<file path="src/rtl/wgs_defs.svh">
// Constants of the waveform generator shutdown and polarity block:
// register byte offsets, field positions, reset values and counts.
// Assumes inclusion by bare name from the package and design files.
`ifndef WGS_DEFS_SVH
`define WGS_DEFS_SVH

`define WGS_ADDR_W 5
`define WGS_OFS_CTRL 5'h00
`define WGS_OFS_POL 5'h04
`define WGS_OFS_RISE 5'h08
`define WGS_OFS_FALL 5'h0C
`define WGS_OFS_SDS 5'h10
`define WGS_OFS_SRC 5'h14

`define WGS_CTRL_EN_BIT 7
`define WGS_CTRL_CS_BIT 0
`define WGS_POL_IN_BIT 5
`define WGS_SDS_SD_BIT 7
`define WGS_SDS_REN_BIT 6
`define WGS_SDS_PAIR_BD_OVERRIDE_LEVEL_HI 5
`define WGS_SDS_PAIR_BD_OVERRIDE_LEVEL_LO 4
`define WGS_SDS_PAIR_AC_OVERRIDE_LEVEL_HI 3
`define WGS_SDS_PAIR_AC_OVERRIDE_LEVEL_LO 2

`define WGS_DB_W 6
`define WGS_SRC_W 5
`define WGS_LS_RST 2'h1
`define WGS_DB_RST 6'h00
`define WGS_LS_ONE 2'h3
`define WGS_LS_ZERO 2'h2
`define WGS_LS_TRI 2'h1
`define WGS_LS_IDLE 2'h0

`endif

</file>
<file path="src/rtl/wgs_pkg.sv">
// Types of the waveform generator shutdown and polarity block.
// Assumes wgs_defs.svh is on the include path.
`include "wgs_defs.svh"

package wgs_pkg;

    typedef enum logic [2:0] {
        WGS_RUN = 3'b001,
        WGS_SHUT = 3'b010,
        WGS_EDGE = 3'b100
    } wgs_state_t;

    typedef struct packed {
        logic ack;
        logic [7:0] rdata;
        logic en;
        logic cs;
        logic [3:0] pol;
        logic [`WGS_DB_W-1:0] rise;
        logic [`WGS_DB_W-1:0] fall;
        logic sd;
        logic ren;
        logic [1:0] pair_bd_override_level;
        logic [1:0] pair_ac_override_level;
        logic [`WGS_SRC_W-1:0] srcen;
        wgs_state_t st;
        logic in_prev;
        logic [3:0] out;
        logic [3:0] oe;
    } wgs_regs_t;

    typedef struct packed {
        logic run;
        logic [`WGS_DB_W-1:0] cnt;
    } wgs_dly_t;

endpackage

</file>
<file path="src/rtl/wgs_dly_if.sv">
// Link between the shutdown control and one dead-band delay counter.
// Assumes one instance per counter, all signals in the ref_clk_in domain.
`timescale 1ns/1ps
`include "wgs_defs.svh"

interface wgs_dly_if;
    logic start;
    logic tick;
    logic [`WGS_DB_W-1:0] count;
    logic done;
    modport ctl (output start, output tick, output count, input done);
    modport cnt (input start, input tick, input count, output done);
endinterface

</file>
<file path="src/rtl/wgs_dly.sv">
// Dead-band delay counter: counts generator clock ticks after a start.
// Assumes start is a one-cycle pulse and tick is synchronous.
`timescale 1ns/1ps
`include "wgs_defs.svh"

module wgs_dly
    import wgs_pkg::*;
(
    input wire logic ref_clk_in,
    input wire logic rst_b_in,
    wgs_dly_if.cnt dly
);
    wgs_dly_t s;
    wgs_dly_t nxt_s;

    always_comb begin
        nxt_s = s;
        // A new start always reloads, even over a count still running
        if (dly.start) begin
            nxt_s.run = (dly.count != `WGS_DB_RST);
            nxt_s.cnt = dly.count;
        end else if (s.run && dly.tick) begin
            nxt_s.cnt = s.cnt - 6'h01;
            if (s.cnt == 6'h01) begin
                nxt_s.run = 1'b0;
            end
        end
    end

    // A zero count is done at once, so no added delay
    assign dly.done = dly.start ? (dly.count == `WGS_DB_RST) : !s.run;

    always_ff @(posedge ref_clk_in or negedge rst_b_in) begin
        if (!rst_b_in) begin
            s <= '{run: 1'b0, cnt: 6'h00};
        end else begin
            s <= nxt_s;
        end
    end

endmodule

</file>
<file path="src/rtl/wgs_top.sv">
// Shutdown, polarity and dead-band control of a four-output waveform
// generator, with its registers on an Avalon-MM slave.
// Assumes all inputs synchronous to ref_clk_in; trip inputs active low.
`timescale 1ns/1ps
`include "wgs_defs.svh"

module wgs_top
    import wgs_pkg::*;
(
    input wire logic ref_clk_in,
    input wire logic rst_b_in,
    input wire logic [`WGS_ADDR_W-1:0] address_in,
    input wire logic read_in,
    input wire logic write_in,
    input wire logic [31:0] writedata_in,
    input wire logic [3:0] byteenable_in,
    output logic [31:0] readdata_out,
    output logic waitrequest_out,
    input wire logic gen_in_in,
    input wire logic alt_tick_in,
    input wire logic [3:0] wave_data_in,
    input wire logic ext_pin_trip_b_in,
    input wire logic timer_trip_b_in,
    input wire logic comp_one_trip_b_in,
    input wire logic comp_two_trip_b_in,
    input wire logic logic_cell_trip_b_in,
    output logic wave_out_a_out,
    output logic wave_out_a_oe_out,
    output logic wave_out_b_out,
    output logic wave_out_b_oe_out,
    output logic wave_out_c_out,
    output logic wave_out_c_oe_out,
    output logic wave_out_d_out,
    output logic wave_out_d_oe_out
);
    localparam wgs_regs_t REGS_RST = '{
        ack: 1'b0, rdata: 8'h00, en: 1'b0, cs: 1'b0, pol: 4'h0,
        rise: `WGS_DB_RST, fall: `WGS_DB_RST, sd: 1'b0, ren: 1'b0,
        pair_bd_override_level: `WGS_LS_RST, pair_ac_override_level: `WGS_LS_RST, srcen: 5'h00,
        st: WGS_RUN, in_prev: 1'b0, out: 4'h0, oe: 4'h0
    };

    wgs_regs_t s;
    wgs_regs_t nxt_s;
    wgs_dly_if ac_dly ();
    wgs_dly_if bd_dly ();

    logic [`WGS_SRC_W-1:0] src_b;
    logic trip;
    logic cond;
    logic rise_evt;
    logic req;
    logic acc;
    logic wr;
    logic wr_sds;
    logic sw_set;
    logic sw_clr;
    logic gen_tick;

    assign src_b = {logic_cell_trip_b_in, comp_two_trip_b_in,
                    comp_one_trip_b_in, timer_trip_b_in, ext_pin_trip_b_in};
    // Low level on an enabled source trips, no edge needed
    assign trip = |(s.srcen & ~src_b);
    assign rise_evt = gen_in_in && !s.in_prev;

    // One wait state: the request is taken on the second edge
    assign req = read_in || write_in;
    assign acc = req && s.ack;
    assign waitrequest_out = req && !s.ack;
    assign wr = write_in && s.ack && byteenable_in[0];
    assign wr_sds = wr && (address_in == `WGS_OFS_SDS);
    assign sw_set = wr_sds && writedata_in[`WGS_SDS_SD_BIT];
    assign sw_clr = wr_sds && !writedata_in[`WGS_SDS_SD_BIT];
    // Equals the flag's next value, so state and flag move on one edge
    assign cond = trip || sw_set || (s.sd && !sw_clr && !s.ren);
    assign gen_tick = s.cs ? alt_tick_in : 1'b1;

    assign ac_dly.tick = gen_tick;
    assign bd_dly.tick = gen_tick;
    // Pair A/C goes inactive on its falling transition, B/D on its rising
    assign ac_dly.count = s.fall;
    assign bd_dly.count = s.rise;
    assign ac_dly.start = (s.st == WGS_RUN) && cond;
    assign bd_dly.start = ac_dly.start;

    wgs_dly u_ac_dly (
        .ref_clk_in(ref_clk_in),
        .rst_b_in(rst_b_in),
        .dly(ac_dly.cnt)
    );

    wgs_dly u_bd_dly (
        .ref_clk_in(ref_clk_in),
        .rst_b_in(rst_b_in),
        .dly(bd_dly.cnt)
    );

    function automatic logic [7:0] reg_read(input wgs_regs_t r,
                                            input logic [4:0] a,
                                            input logic gin);
        logic [7:0] v;
        v = 8'h00;
        case (a)
            `WGS_OFS_CTRL: begin
                v[`WGS_CTRL_EN_BIT] = r.en;
                v[`WGS_CTRL_CS_BIT] = r.cs;
            end
            `WGS_OFS_POL: begin
                v[3:0] = r.pol;
                v[`WGS_POL_IN_BIT] = gin;
            end
            `WGS_OFS_RISE: v[5:0] = r.rise;
            `WGS_OFS_FALL: v[5:0] = r.fall;
            `WGS_OFS_SDS: v = {r.sd, r.ren, r.pair_bd_override_level, r.pair_ac_override_level, 2'b00};
            `WGS_OFS_SRC: v[4:0] = r.srcen;
            default: v = 8'h00;
        endcase
        return v;
    endfunction

    always_comb begin
        logic [1:0] lvl;
        logic dn;
        lvl = 2'b00;
        dn = 1'b0;
        nxt_s = s;
        nxt_s.ack = req && !s.ack;
        nxt_s.in_prev = gen_in_in;
        if (read_in && !s.ack) begin
            nxt_s.rdata = reg_read(s, address_in, gen_in_in);
        end
        if (wr) begin
            case (address_in)
                `WGS_OFS_CTRL: begin
                    nxt_s.en = writedata_in[`WGS_CTRL_EN_BIT];
                    nxt_s.cs = writedata_in[`WGS_CTRL_CS_BIT];
                end
                `WGS_OFS_POL: nxt_s.pol = writedata_in[3:0];
                `WGS_OFS_RISE: nxt_s.rise = writedata_in[5:0];
                `WGS_OFS_FALL: nxt_s.fall = writedata_in[5:0];
                `WGS_OFS_SDS: begin
                    nxt_s.ren = writedata_in[`WGS_SDS_REN_BIT];
                    nxt_s.pair_bd_override_level = writedata_in[5:4];
                    nxt_s.pair_ac_override_level = writedata_in[3:2];
                end
                `WGS_OFS_SRC: nxt_s.srcen = writedata_in[4:0];
                default: nxt_s.en = s.en;
            endcase
        end
        // A trip or a software set wins over any clear in the same cycle
        if (trip || sw_set) begin
            nxt_s.sd = 1'b1;
        end else if (sw_clr || s.ren) begin
            nxt_s.sd = 1'b0;
        end
        case (s.st)
            WGS_RUN: begin
                if (cond) begin
                    nxt_s.st = WGS_SHUT;
                end
            end
            WGS_SHUT: begin
                if (!cond) begin
                    nxt_s.st = WGS_EDGE;
                end
            end
            WGS_EDGE: begin
                if (cond) begin
                    nxt_s.st = WGS_SHUT;
                end else if (rise_evt) begin
                    nxt_s.st = WGS_RUN;
                end
            end
            default: nxt_s.st = WGS_SHUT;
        endcase
        for (int i = 0; i < 4; i++) begin
            lvl = i[0] ? nxt_s.pair_bd_override_level : nxt_s.pair_ac_override_level;
            dn = i[0] ? bd_dly.done : ac_dly.done;
            if (!nxt_s.en) begin
                nxt_s.out[i] = 1'b0;
                nxt_s.oe[i] = 1'b0;
            end else if (nxt_s.st == WGS_RUN) begin
                nxt_s.out[i] = wave_data_in[i] ^ nxt_s.pol[i];
                nxt_s.oe[i] = 1'b1;
            end else begin
                nxt_s.oe[i] = 1'b1;
                case (lvl)
                    `WGS_LS_ONE: nxt_s.out[i] = 1'b1;
                    `WGS_LS_ZERO: nxt_s.out[i] = 1'b0;
                    `WGS_LS_TRI: begin
                        nxt_s.out[i] = 1'b0;
                        nxt_s.oe[i] = 1'b0;
                    end
                    default: begin
                        nxt_s.out[i] = dn ? nxt_s.pol[i] :
                            (wave_data_in[i] ^ nxt_s.pol[i]);
                    end
                endcase
            end
        end
    end

    always_ff @(posedge ref_clk_in or negedge rst_b_in) begin
        if (!rst_b_in) begin
            s <= REGS_RST;
        end else begin
            s <= nxt_s;
        end
    end

    assign readdata_out = {24'h000000, s.rdata};
    assign wave_out_a_out = s.out[0];
    assign wave_out_b_out = s.out[1];
    assign wave_out_c_out = s.out[2];
    assign wave_out_d_out = s.out[3];
    assign wave_out_a_oe_out = s.oe[0];
    assign wave_out_b_oe_out = s.oe[1];
    assign wave_out_c_oe_out = s.oe[2];
    assign wave_out_d_oe_out = s.oe[3];
endmodule

</file>
<file path="config.mk">
export PLATFORM = sky130hd
export DESIGN_NAME = wgs_top
export DESIGN_NICKNAME = d
export VERILOG_FILES = /design/src/rtl/wgs_pkg.sv /design/src/rtl/wgs_dly_if.sv /design/src/rtl/wgs_dly.sv /design/src/rtl/wgs_top.sv
export VERILOG_INCLUDE_DIRS = /design/src /design/src/rtl
export SDC_FILE = /design/constraint.sdc
export NUM_CORES = 1
export LEC_CHECK = 0
export ABC_AREA = 1
export ABC_CLOCK_PERIOD_IN_PS = 4400
export BUFFER_PORTS_ARGS = -buffer_cell sky130_fd_sc_hd__clkbuf_2
export CAP_MARGIN = 20
export CORE_UTILIZATION = 40
export DETAILED_ROUTE_END_ITERATION = 7
export HOLD_SLACK_MARGIN = 0.12
export SETUP_SLACK_MARGIN = 0.5
export SLEW_MARGIN = 30
export SYNTH_ARGS = -nofsm -noshare
export SYNTH_HDL_FRONTEND = slang
export SYNTH_HIERARCHICAL = 1
export SYNTH_SLANG_ARGS = --single-unit
</file>
<file path="constraint.sdc">
create_clock -name ref_clk_in -period 4.4 [get_ports ref_clk_in]
set_input_delay 0.22 -clock ref_clk_in [delete_from_list [all_inputs] [get_ports ref_clk_in]]
set_output_delay 0.22 -clock ref_clk_in [all_outputs]
set_load 0.1 [all_outputs]
</file>
* After elaboration in Yosys (flattened, before gate mapping)
Cells that the tools add are included.
** Word-level totals
- Input port bits :: 56
- Flip-flop bits (word level) :: 64
- Output and inout port bits :: 41
- Word-level logic and storage cells :: 142
** Cells by class
- Reductions and logical operators :: 44
- Eq/ne operators :: 17
- Multiplexer cells :: 53
- Bitwise gates (word level) :: 6
- Add/sub/neg operators :: 2
** Operators with widths (number)
- two-way mux 1 bit :: 28
- two-way mux 7 bit :: 4
- two-way mux 18 bit :: 1
- case mux 3 bit (5 select lines) :: 1
- AND reduction 2 bit :: 7
- logical AND 1 bit :: 13
- equality test 6 x 1 -> 1 bit (second input constant) :: 2
- logical NOT 6 bit :: 2
- two-way mux 3 bit :: 4
- two-way mux 6 bit :: 2
- nonzero test 6 bit :: 2
- subtractor 6 x 1 -> 6 bit (second input constant) :: 2
- equality test 5 x 4 -> 1 bit (second input constant) :: 2
- equality test 5 bit (second input constant) :: 2
- case mux 1 bit (2 select lines) :: 5
- nonzero test 2 bit :: 5
- two-way mux 9 bit :: 1
- case mux 3 bit (3 select lines) :: 1
- equality test 2 bit (second input constant) :: 4
- two-way mux 4 bit :: 2
- case mux 1 bit (4 select lines) :: 2
- logical NOT 1 bit :: 7
- equality test 3 x 1 -> 1 bit (second input constant) :: 2
- AND 5 bit :: 1
- 12 further kinds :: 20

* Depth between registers and ports, before layout
Gate-level depths: netlist of run 1.
- Word-level depth :: 14
- Gate-level depth with buffers :: 16

* Cells and area by module
Netlist of run 1, hierarchy kept.
** By module, submodules not included
- wgs_top :: seq. area each 1204.9 um^2, cells an instance 351, area each 2747.6 um^2, instances 1
- wgs_dly :: seq. area each 175.2 um^2, cells an instance 67, area each 494.2 um^2, instances 2

* Least setup slack after synthesis of run 1
Ideal clock, no wire load.
- Path kind :: register to register
- From :: register s[49] in the netlist's numbering
- To :: register s (netlist bit wave_out_b_out)
- Path slack :: 2337 ps
- Arrival :: 1986 ps
- Stages on the path, launching flop included :: 17
- Period minus slack after synthesis :: 2063 ps
- Path buffers :: 1
- Required time :: 4323 ps
- Library setup time :: 77 ps
- Cells stage by stage :: dfrtp_1 -> inv_2 -> nor2_8 -> inv_2 -> o21bai_1 -> nand2_1 -> nand2_1 -> inv_1 -> nor2_1 -> buf_6 -> inv_4 -> nand2_1 -> a21boi_1 -> inv_1 -> nand3_1 -> nand3_1 -> a21oi_1
** RTL lines
- from (decl) :: line wgs_top.sv:43 : wgs_regs_t s;
- from (signal assigned) :: line wgs_top.sv:207 : s <= nxt_s;

==> results of run 1 <==
==> power groups by stage <==
stage	logic, mW	clock network, mW	registers [mW]
floorplan	0.364	0	0.723
global placement	0.465	0	0.687
detailed placement	0.472	0	0.688
CTS	0.477	0.598	0.679
global route	0.514	0.625	0.686
finish	0.475	0.584	0.679
==> layout make-up <==
cell class                      instances  area [um^2]  area share [%]
Inverter                               73          279            6.68
Timing Repair Buffer                   51          280            6.71
Sequential cell                        62         1560            37.2
Tap cell                              108          135            3.23
Clock inverter                          3         65.1            1.56
Clock buffer                           13          169            4.04
Multi-Input combinational cell        334         1700            40.6
==> synthesized netlist by cell type (3+ instances only) <==
cell type  count
nand2_1      127
inv_1         62
dfrtp_1       59
nand3_1       51
buf_4         34
nor2_1        27
o21ai_0       24
a21oi_1       14
nand4_1        9
inv_2          8
nor2_4         6
o211ai_1       6
nand2_2        5
nor2_2         5
o21ai_1        5
o21ai_2        5
o21bai_1       5
ha_1           4
buf_2          3
dfstp_2        3
==> sequential cells by signal (all words and copies together) (netlist names) <==
register / cells
u_ac_dly/s: 7
readdata_out: 8
wave_out_c_out: 1
s: 22
wave_out_c_oe_out: 1
wave_out_b_out: 1
ac_dly.count: 6
wave_out_a_out: 1
wave_out_b_oe_out: 1
wave_out_d_out: 1
bd_dly.count: 6
u_bd_dly/s: 7
==> path summary, 6_finish.rpt <==
| path | slack [ps] | depth (start not counted) | startpoint | to |
|---|---|---|---|---|
| worst max-delay path | 1570 | 16 | s[49] | wave_out_a_out |
| worst min-delay path | 150 | 3 | read_in | s[49] |
| worst max register to register | 1570 | 16 | s[49] | wave_out_a_out |
| worst min register to register | 480 | 1 | s[49] | s[49] |
| max in group asynchronous | 3300 | 3 | rst_b_in | s[20] |
| min in group asynchronous | 580 | 3 | rst_b_in | u_bd_dly/s[5] |
==> logic make-up (layout without fill, tap and decap cells) <==
| family | after synthesis | after routing | synth area share [%] |
|---|---|---|---|
| adders and majority gates | 4 | 4 | 1.34 |
| buffers and inverters | 112 | 140 | 15.3 |
| DFF | 62 | 62 | 41.6 |
| and+or+nand+nor | 239 | 239 | 30.6 |
| AOI/OAI and AO/OA | 67 | 67 | 11.0 |
| other | 1 | 24 | 0.100 |
==> timing repair <==
| item | 4_1_cts | 5_1_grt |
|---|---|---|
| hold buffers | 4 | 0 |
| setup endpoints to repair | 0 | 0 |
| hold endpoints to repair | 62 | 0 |
==> routing by layer <==
| metal | global-route usage, % | routed length, um | vias up |
|---|---|---|---|
| met2 | 32.6 | 4250 | 72 |
| met4 | 8.73 | 218 | 0 |
| met1 | 23.8 | 3980 | 1456 |
| met3 | 4.26 | 265 | 16 |
| met5 | 0 | 0 | - |
| li1 | - | - | 1591 |
==> stage by stage <==
step,utilization [%],instances,area [um^2]
after global placement,43.9,624,3910
after floorplan,-,508,3820
after detailed placement,43.9,624,3910
final,47.0,644,4180
after global routing,47.0,644,4180
after CTS,47.0,644,4180
==> worst max-delay path, cell delays in order, from the launching register on <==
cell      delay [ps]
dfrtp_1          370
inv_2             70
nor2_8           260
inv_2            130
o21bai_1         210
nand2_1          180
nand2_1          150
inv_1             60
nor2_1            80
buf_4            280
inv_4             70
nand2_1           80
a21boi_1         350
inv_1            110
nand3_1          110
nand3_1           80
a21oi_1          150
==> results by group, run 1 <==
Timing
  – Worst-Margin Slew: 780 ps
  – Final Setup Violations: 0
  – Setup TNS: 0 ps
  – Slew HR: 48.0%
  – Pins Over Slew Limit: 0
  – Worst setup margin: 1570 ps
  – Final hold viol count: 0
  – Post-layout min period: 2830 ps
  – Peak Freq: 353 MHz
  – Final Skew: 6.01 ps
  – Final Cycle Share: 64.4%
  – Hold slack final: 151 ps
  – RSZ-0062 raised after global routing: false

Detailed routing
  – Iter 0 DRT Violations: 139
  – Vias post-DR: 3135
  – DRC viols: 0
  – Final WL: 8.71 mm
  – Vias per Instance: 4.87
  – Drt wl/cell: 13.5 um
  – Post-DRT Antenna Nets: 0
  – DR pass1 iterations: 5

GRT
  – Tot GR Track Use: 19.3%
  – Vias in the first global route: 3048
  – Largest net degree at the start of global routing: 63
  – Antenna violations before repair: 0
  – Global-route wire length before repair: 14.5 mm
  – Gr ovfl total: 0

Setup path
  – Crit-path max FO: 20
  – Req. time, crit path: 4660 ps
  – CP Capture Type: flip-flop
  – Setup Crit Path Kind: reg2reg
  – WP data arrival: 3090 ps
  – Setup crit start kind: flip-flop

Clock tree
  – Clock root buffer: clkbuf_8
  – Clk slew on worst S/H paths: 70 ps
  – CTS Buf Count: 9
  – Worst-skew pair later-pin latency: 340 ps
  – Post-cts gate resize count: 0
  – H-tree lvl count: 3
  – # clock sinks: 62
  – Clock Tree Buf Depth: 2
  – Postcts setup bufs: 0
  – CTS tree: built

Placed design
  – Placed wire-length estimate: 6.62 mm
  – I/O Buffers: 45
  – Worst slack, placed: 1650 ps
  – GPL Wtd Cong: 0.924

Pwr
  – PD cells: 416 nW/um^2
  – Worst VDD drop: 231 uV
  – Psw: 0.645 mW
  – Pwr Total: 1.74 mW
  – Share of total power in the clock network: 33.6%
  – Seq pwr share: 39.1%
  – Leakage: 2.18 nW
  – Comb pwr share: 27.3%
  – Internal power: 1.09 mW
  – Sw frac: 37.1%

Finish
  – Most frequent cells in the layout: nand2_1, inv_1, dfrtp_1
  – Share of cells above drive strength 1: 20.0%
  – Antenna Cells: 0
  – Leading cell type in the layout, fill and taps excluded: nand2_1
  – Filler cells: 885
  – P&R area growth vs syn: 11.9%
  – Fin nets: 591

Yosys
  – Area contributors post-synth: dfrtp_1, nand2_1, nand3_1
  – Synth unique cells: 34
  – Biggest area consumer among synthesized cells: dfrtp_1
  – Dominant synthesized flop cell: dfrtp_1
  – Mapped cell area: 3740 um^2
  – Top cell type's share of synthesized area: 39.5%
  – Post-synthesis cell count: 485
  – Synth warn: 6
  – Synth Register Bits: 62
  – Sequential share of the synthesized area: 41.6%
  – Fraction of registers with async set/reset: 100%
  – Post-Syn Area per Cell: 7.70 um^2
  – EDFF count, synth: 0

Floorplanning
  – Core area: 8890 um^2
  – Row cnt: 34
  – Die H: 98.6 um
  – Die Width: 98.6 um
  – Die ar.: 9730 um^2
  – Top Ports: 97
  – Initial core utilization: 42.0%

Status
  – Status: finished, final reports clean

Worst hold path
  – HP Class: in2reg

Run
  – Max Cap Viol: 0
(Power assumes the default switching activity.)
==> run 2: changes to the inputs <==
--- a/config.mk
+++ b/config.mk
@@ -6,8 +6,8 @@
 export SDC_FILE = /design/constraint.sdc
 export NUM_CORES = 1
 export LEC_CHECK = 0
-export ABC_AREA = 1
-export ABC_CLOCK_PERIOD_IN_PS = 4400
+export ABC_AREA = 0
+export ABC_CLOCK_PERIOD_IN_PS = 2950
 export BUFFER_PORTS_ARGS = -buffer_cell sky130_fd_sc_hd__clkbuf_2
 export CAP_MARGIN = 20
 export CORE_UTILIZATION = 40
==> constraint.sdc (replaced) <==
create_clock -name ref_clk_in -period 2.95 [get_ports ref_clk_in]
set_input_delay 0.1475 -clock ref_clk_in [delete_from_list [all_inputs] [get_ports ref_clk_in]]
set_output_delay 0.1475 -clock ref_clk_in [all_outputs]
set_load 0.1 [all_outputs]
==> run 2 against run 1 <==
  * Die area is 4.0% lower
  * Combinational power is 14% higher
  * Register-to-register slack worse by 960 ps
  * Critical endpoint is now wave_out_c_out
==> results by group, run 2 <==
Pwr
  – Share of total power in the clock network: 31.0% (-2.6 points)
  – Psw: 0.758 mW (+18%)
  – Worst VDD drop: 189 uV (-18%)
  – Seq pwr share: 44.5% (+5.4 points)
  – PD cells: 529 nW/um^2 (+27%)
  – Sw frac: 34.2% (-2.8 points)
  – Comb pwr share: 24.5% (-2.8 points)
  – Leakage: 1.99 nW (-8.4%)
  – Internal power: 1.46 mW (+33%)

Setup path
  – Req. time, crit path: 3190 ps (-1470 ps)
  – CP max stage delay: 360 ps (about the same)
  – Crit-path max FO: 4 (-80%)
  – R2r startpoint: s[49]
  – Reg2Reg Capture Point: wave_out_c_out
  – CP top delay family: simple AND/OR/NAND/NOR gates
  – Worst-path cell chain: and3_4, nand3_4, mux2i_4, nand2_2, and3b_2, inv_4, a21oi_4, a21oi_4, or2b_1, nand3_2, nand3_2, a221oi_2
  – WP data arrival: 2580 ps (-510 ps)
  – CP Capture Type: flip-flop
  – FF-to-FF path depth: 12 (-4)
  – CP Buf/Inv Count: 1 (-5)
  – Setup Crit Path Kind: reg2reg
  – Setup crit start kind: flip-flop
  – CP max stage cell: dfrtp_1
  – FF-to-FF setup slack: 610 ps (-960 ps)

Floorplanning
  – Core area: 8680 um^2 (-2.4%)
  – Die ar.: 9340 um^2 (-4.0%)
  – Initial core utilization: 41.3% (-0.71 points)
  – Die Width: 96.7 um (-2.0%)
  – Die H: 96.7 um (-2.0%)
  – Row cnt: 34 (unchanged)
  – Top Ports: 97 (unchanged)

Timing
  – Slew HR: 57.2% (+9.2 points)
  – Final hold viol count: 0 (unchanged)
  – Post-layout min period: 2340 ps (-493 ps)
  – Pins Over Slew Limit: 0 (unchanged)
  – Final Skew: 13.8 ps (+7.80 ps)
  – RSZ-0062 raised after global routing: true
  – Final Setup Violations: 0 (unchanged)
  – Worst setup margin: 611 ps (-957 ps)
  – Final Cycle Share: 79.3% (+15 points)
  – Peak Freq: 428 MHz (+21%)
  – Setup TNS: 0 ps (unchanged)
  – Worst-Margin Slew: 642 ps (-138 ps)

Finish
  – P&R area growth vs syn: 16.8%
  – Most flop-heavy register: s
  – Antenna Cells: 0 (unchanged)
  – Most frequent cells in the layout: dfrtp_1, clkbuf_2, nand2_1
  – Leading cell type in the layout, fill and taps excluded: dfrtp_1
  – Fin nets: 465 (-21%)
  – Max reg flops: 22 (unchanged)
  – Share of cells above drive strength 1: 32.2% (+12 points)

Detailed routing
  – DR pass1 iterations: 6 (+1)
  – Drt wl/cell: 15.8 um (+16%)
  – Vias per Instance: 5.23 (+7.4%)
  – Vias post-DR: 2707 (-14%)
  – Iter 0 DRT Violations: 131 (-5.8%)
  – DRC viols: 0 (unchanged)
  – Final WL: 8.17 mm (-6.3%)
  – Post-DRT Antenna Nets: 0 (unchanged)

Clock tree
  – Clock root buffer: clkbuf_8
  – Worst-skew pair later-pin latency: 340 ps (about the same)
  – CTS tree: built
  – Clk slew on worst S/H paths: 60 ps (about the same)
  – Clock Tree Buf Depth: 2 (unchanged)
  – # clock sinks: 62 (unchanged)
  – H-tree lvl count: 3 (unchanged)
  – CTS Buf Count: 9 (unchanged)

Yosys
  – Post-Syn Area per Cell: 10.3 um^2 (+34%)
  – Mapped cell area: 3580 um^2 (-4.1%)
  – Most common cell in the netlist: dfrtp_1
  – Sequential share of the synthesized area: 43.4% (+1.8 points)
  – Fraction of registers with async set/reset: 100% (unchanged)
  – Synth warn: 6 (unchanged)
  – Synth unique cells: 56 (+65%)
  – Biggest area consumer among synthesized cells: dfrtp_1
  – Dominant synthesized flop cell: dfrtp_1
  – EDFF count, synth: 0 (unchanged)
  – Area contributors post-synth: dfrtp_1, buf_4, mux2_2
  – Post-synthesis cell count: 347 (-28%)
  – Synth Register Bits: 62 (unchanged)
  – Top cell type's share of synthesized area: 41.2% (+1.7 points)
  – Post-synth top cells: dfrtp_1, buf_4, nand2_1

GRT
  – Vias in the first global route: 2636 (-14%)
  – Tot GR Track Use: 18.5% (-0.88 points)
  – Global-route wire length before repair: 13.5 mm (-6.5%)
  – Antenna violations before repair: 0 (unchanged)
  – Largest net degree at the start of global routing: 40 (-37%)
  – Gr ovfl total: 0 (unchanged)

Placed design
  – I/O Buffers: 45 (unchanged)
  – Placed wire-length estimate: 6.08 mm (-8.1%)
  – GPL Wtd Cong: 0.785 (-15%)
  – Worst slack, placed: -92.6 ps (-1750 ps)

Status
  – Status: finished, final reports clean

Worst hold path
  – WHS Endpoint: wave_out_c_out
  – Hold Path Stages: 3 (unchanged)
  – Worst Hold Launch: wave_data_in[2]
  – HP Class: in2reg

Run
  – Max Cap Viol: 0 (unchanged)
run 2: changes by cell type in the layout (fill, tap and decap cells not counted), sizes merged, moves of 15 or more:
cell	previous run	this run
buf	2	17
inv	72	13
mux2	0	23
nand2	134	37
nand3	53	16
nor2	40	20
o21ai	34	14
run 2: how the worst max path moves through the flow:
stage	cells past startpoint	endpoint	slack (ps)	from
2_1_floorplan	14	wave_out_a_out	510	s[49]
3_3_place_gp	13	wave_out_a_out	50	address_in[3]
3_5_place_dp	13	wave_out_a_out	-90	address_in[3]
4_1_cts	13	wave_out_c_out	500	address_in[3]
5_1_grt	12	wave_out_c_out	480	s[49]
6_report	12	wave_out_c_out	610	s[49]
run 2: repair_timing:
action	in CTS	in global routing
resized for setup	12	9
pin swaps	0	6
cloned	0	0
hold buffers	5	0
endpoints found under the hold margin	23	0
endpoints found under the setup margin	5	4
buffers inserted	2	6
run 2: stage by stage:
stage	std cells	utilization, %	area, um^2	hold slack [ps]	power, mW
after floorplan	370	-	3680	-148	1.41
after global placement	489	43.8	3800	202	1.49
after detailed placement	489	43.8	3800	203	1.50
after CTS	512	47.1	4090	133	2.21
after global routing	518	48.3	4190	138	2.32
final	518	48.3	4190	144	2.21
run 2: layout make-up:
type / count / area [um^2]
Fill cell: 813 / 4490
Multi-Input combinational cell: 252 / 1850
Sequential cell: 62 / 1560
Timing Repair Buffer: 67 / 415
Clock buffer: 15 / 176
Tap cell: 108 / 135
Inverter: 13 / 53.8
Clock inverter: 1 / 5.00
run 2: routing by layer:
layer	global-route usage, %	vias to the layer above	share of wire [%]
met1	26.4	1320	50
met5	0	-	0
li1	-	1311	-
met3	2.31	9	3.3
met2	28.8	67	46
met4	6.54	0	1.4
run 2: logic make-up after synthesis:
logic type | after synthesis | share of synthesized area [%]
AO/OA/AOI/OAI | 63 | 13.8
multiplexers | 35 | 10.7
adder cells (fa/ha/maj) | 4 | 1.40
buffers and inverters | 56 | 10.3
XOR/XNOR | 9 | 2.20
AND/OR/NAND/NOR | 117 | 18.1
flip-flops | 62 | 43.4
other | 1 | 0.105
run 2: worst min-delay path: stages:
cell and delay (ps):
clkbuf_2 90, xnor2_1 130, a221oi_2 60
run 2: power by group through the flow:
| stage | sequential [mW] | combinational [mW] | clock [mW] |
|---|---|---|---|
| 2_1_floorplan | 1.00 | 0.408 | 0 |
| 3_3_place_gp | 0.999 | 0.492 | 0 |
| 3_5_place_dp | 1.00 | 0.499 | 0 |
| 4_1_cts | 0.985 | 0.523 | 0.705 |
| 5_1_grt | 0.995 | 0.582 | 0.738 |
| 6_report | 0.986 | 0.542 | 0.686 |
==> run 3: changes to the inputs <==
--- a/config.mk
+++ b/config.mk
@@ -7,12 +7,13 @@
 export NUM_CORES = 1
 export LEC_CHECK = 0
 export ABC_AREA = 0
-export ABC_CLOCK_PERIOD_IN_PS = 2950
+export ABC_CLOCK_PERIOD_IN_PS = 2000
 export BUFFER_PORTS_ARGS = -buffer_cell sky130_fd_sc_hd__clkbuf_2
 export CAP_MARGIN = 20
 export CORE_UTILIZATION = 40
 export DETAILED_ROUTE_END_ITERATION = 7
 export HOLD_SLACK_MARGIN = 0.12
+export PLACE_DENSITY = 0.66
 export SETUP_SLACK_MARGIN = 0.5
 export SLEW_MARGIN = 30
 export SYNTH_ARGS = -nofsm -noshare
==> constraint.sdc (replaced) <==
create_clock -name ref_clk_in -period 2 [get_ports ref_clk_in]
set_input_delay 0.1 -clock ref_clk_in [delete_from_list [all_inputs] [get_ports ref_clk_in]]
set_output_delay 0.1 -clock ref_clk_in [all_outputs]
set_load 0.1 [all_outputs]
==> run 3 against run 2 <==
  * The flow now finishes with violations (setup timing)
  * Hold slack worse by 18 ps
  * Combinational power up 77%
  * Largest power group unchanged
  * Clock skew down 4.1 ps
==> results by group, run 3 (synthesized netlist as in run 2, its figures left out) <==
GRT
  – Vias in the first global route: 2855 (+8.3%)
  – Largest net degree at the start of global routing: 63 (+57%)
  – Gr ovfl total: 0 (unchanged)
  – Met3 Use GR: 3.03% (+0.72 points)
  – Met1 GRT Util: 26.7% (+0.23 points)
  – Met2 usage: 33.7% (+5.0 points)
  – Antenna violations before repair: 0 (unchanged)
  – GRT busiest layer: met2
  – Global-route wire length before repair: 14.8 mm (+9.3%)
  – Tot GR Track Use: 20.2% (+1.7 points)

Timing
  – Slew HR: 62.2% (+5.0 points)
  – Final Skew: 9.72 ps (-4.09 ps)
  – Peak Freq: 450 MHz (+5.3%)
  – RSZ-0062 raised after global routing: true
  – Worst-Margin Slew: 562 ps (-79.9 ps)
  – Final Cycle Share: 111% (+32 points)
  – Pins Over Slew Limit: 0 (unchanged)
  – Final Setup Violations: 8 (+8)
  – Worst setup margin: -221 ps (-832 ps)
  – Post-layout min period: 2220 ps (-118 ps)
  – Final hold viol count: 0 (unchanged)
  – Hold slack final: 126 ps (-18.0 ps)

Setup path
  – Worst-path cell chain: and3_4, nand3_4, mux2i_4, nand2_2, and3b_2, inv_6, a21oi_4, a21oi_2, or2b_1, nand3_2, nand3_2, a221oi_2
  – Setup Crit Path Kind: reg2reg
  – Top cell by count, worst path: nand3_2
  – CP max stage cell: dfrtp_1
  – WP data arrival: 2480 ps (-100 ps)
  – Req. time, crit path: 2260 ps (-930 ps)
  – CP Capture Type: flip-flop
  – CP max stage delay: 350 ps (about the same)
  – CP top delay family: simple AND/OR/NAND/NOR gates
  – Crit-path max FO: 3 (-1)
  – CP Buf/Inv Count: 1 (unchanged)
  – Setup crit start kind: flip-flop
  – FF-to-FF setup slack: -220 ps (-830 ps)

Status
  – Status: complete, but fails checks
  – Violated checks: setup timing

Pwr
  – PD cells: 773 nW/um^2 (+46%)
  – Leakage: 2.26 nW (+13%)
  – Worst VDD drop: 522 uV (+180%)

Clock tree
  – # clock sinks: 62 (unchanged)
  – Worst-skew pair later-pin latency: 340 ps (about the same)
  – Clock root buffer: clkbuf_8
  – H-tree lvl count: 3 (unchanged)
  – CTS Buf Count: 9 (unchanged)
  – Clk slew on worst S/H paths: 70 ps (about the same)
  – Clock Tree Buf Depth: 2 (unchanged)
  – CTS tree: built

Detailed routing
  – Final WL: 9.21 mm (+13%)
  – Iter 0 DRT Violations: 128 (-2.3%)
  – Drt wl/cell: 16.8 um (+6.9%)
  – DR pass1 iterations: 4 (-2)
  – Post-DRT Antenna Nets: 0 (unchanged)
  – Vias per Instance: 5.27 (+0.89%)
  – DRC viols: 0 (unchanged)
  – Vias post-DR: 2884 (+6.5%)

Finish
  – Layout Cells excl Fill: 547 (+5.6%)
  – Post-route cell area: 4720 um^2 (+13%)
  – Most frequent cells in the layout: dfrtp_1, clkbuf_2, nand2_1
  – Fin nets: 494 (+6.2%)
  – Leading cell type in the layout, fill and taps excluded: dfrtp_1
  – P&R area growth vs syn: 31.6%
  – Antenna Cells: 0 (unchanged)
  – Filler cells: 772 (-5.0%)
  – Most flop-heavy register: s
  – Max reg flops: 22 (unchanged)
  – Share of cells above drive strength 1: 39.4% (+7.2 points)

Floorplanning
  – Die H: 96.7 um (unchanged)
  – Core area: 8680 um^2 (unchanged)
  – Die Width: 96.7 um (unchanged)
  – Die ar.: 9340 um^2 (unchanged)
  – Row cnt: 34 (unchanged)
  – Top Ports: 97 (unchanged)
  – Initial core utilization: 41.3% (unchanged)

Worst hold path
  – HP Class: in2reg

Placed design
  – Placed wire-length estimate: 6.62 mm (+8.8%)
  – DP Area: 3980 um^2 (+4.6%)
  – GPL Wtd Cong: 0.851 (+8.5%)
  – I/O Buffers: 45 (unchanged)
  – Placed cells: 506 (+3.5%)

Run
  – Max Cap Viol: 0 (unchanged)
run 3: changes by cell type in the layout (fill, tap and decap cells not counted), moves of 5 or more:
cell / delta
dlygate4sd3_1: +5
mux2_2: -13
nor2_4: +5
buf_6: +7
mux2_4: +13
buf_4: +13
nor2_1: -5
run 3: power breakdown:
| part | switching, mW | internal [mW] |
|---|---|---|
| clock | 0.492 | 0.733 |
| combinational | 0.619 | 0.339 |
| sequential | 0.109 | 1.36 |
| total | 1.22 | 2.43 |
run 3: metrics by stage:
step	utilization (%)	setup slack [ps]	TNS, ps	total power [mW]
3_3_place_gp	45.8	-334	-1790	2.28
4_1_cts	51.9	-182	-884	3.60
2_1_floorplan	-	-301	-1350	2.09
6_report	54.4	-221	-1380	3.65
5_1_grt	54.4	-336	-2030	3.79
3_5_place_dp	45.8	-419	-2560	2.30
run 3: what timing repair did:
action	in CTS	in global routing
buffers inserted	7	7
resized for setup	34	39
pin swaps	11	9
setup endpoints to repair	37	45
hold buffers	11	0
hold endpoints to repair	73	0
run 3: path summary, 6_finish.rpt:
| kind | start | end | depth (start not counted) |
|---|---|---|---|
| setup / recovery | s[49] | wave_out_c_out | 12 |
| hold / removal | writedata_in[4] | bd_dly.count[4] | 2 |
| setup reg to reg | s[49] | wave_out_c_out | 12 |
| hold reg to reg | readdata_out[5] | readdata_out[5] | 2 |
| max in group asynchronous | rst_b_in | s[19] | 3 |
| min in group asynchronous | rst_b_in | bd_dly.count[4] | 3 |
run 3: final cells by class:
type	instances	area (um^2)	area share, %
tap	108	135	2.86
inverter	13	61.3	1.30
clock inverter	4	70.1	1.49
sequential	62	1560	33.0
timing repair buffer	96	724	15.4
multi-input combinational	252	2030	43.0
clock buffer	12	145	3.08
run 3: routing by layer:
layer | up-vias | part of all wire, %
li1 | 1360 | -
met1 | 1423 | 44
met2 | 83 | 50
met3 | 18 | 3.7
met4 | 0 | 2.2
met5 | - | 0
run 3: worst register-to-register path, delay by kind of cell, from the launching register on:
family                 cells  cell delay (ps)
AND/OR/NAND/NOR            7             1090
buffers and inverters      1               60
multiplexers               1              230
flip-flops                 1              350
AO/OA/AOI/OAI              3              430
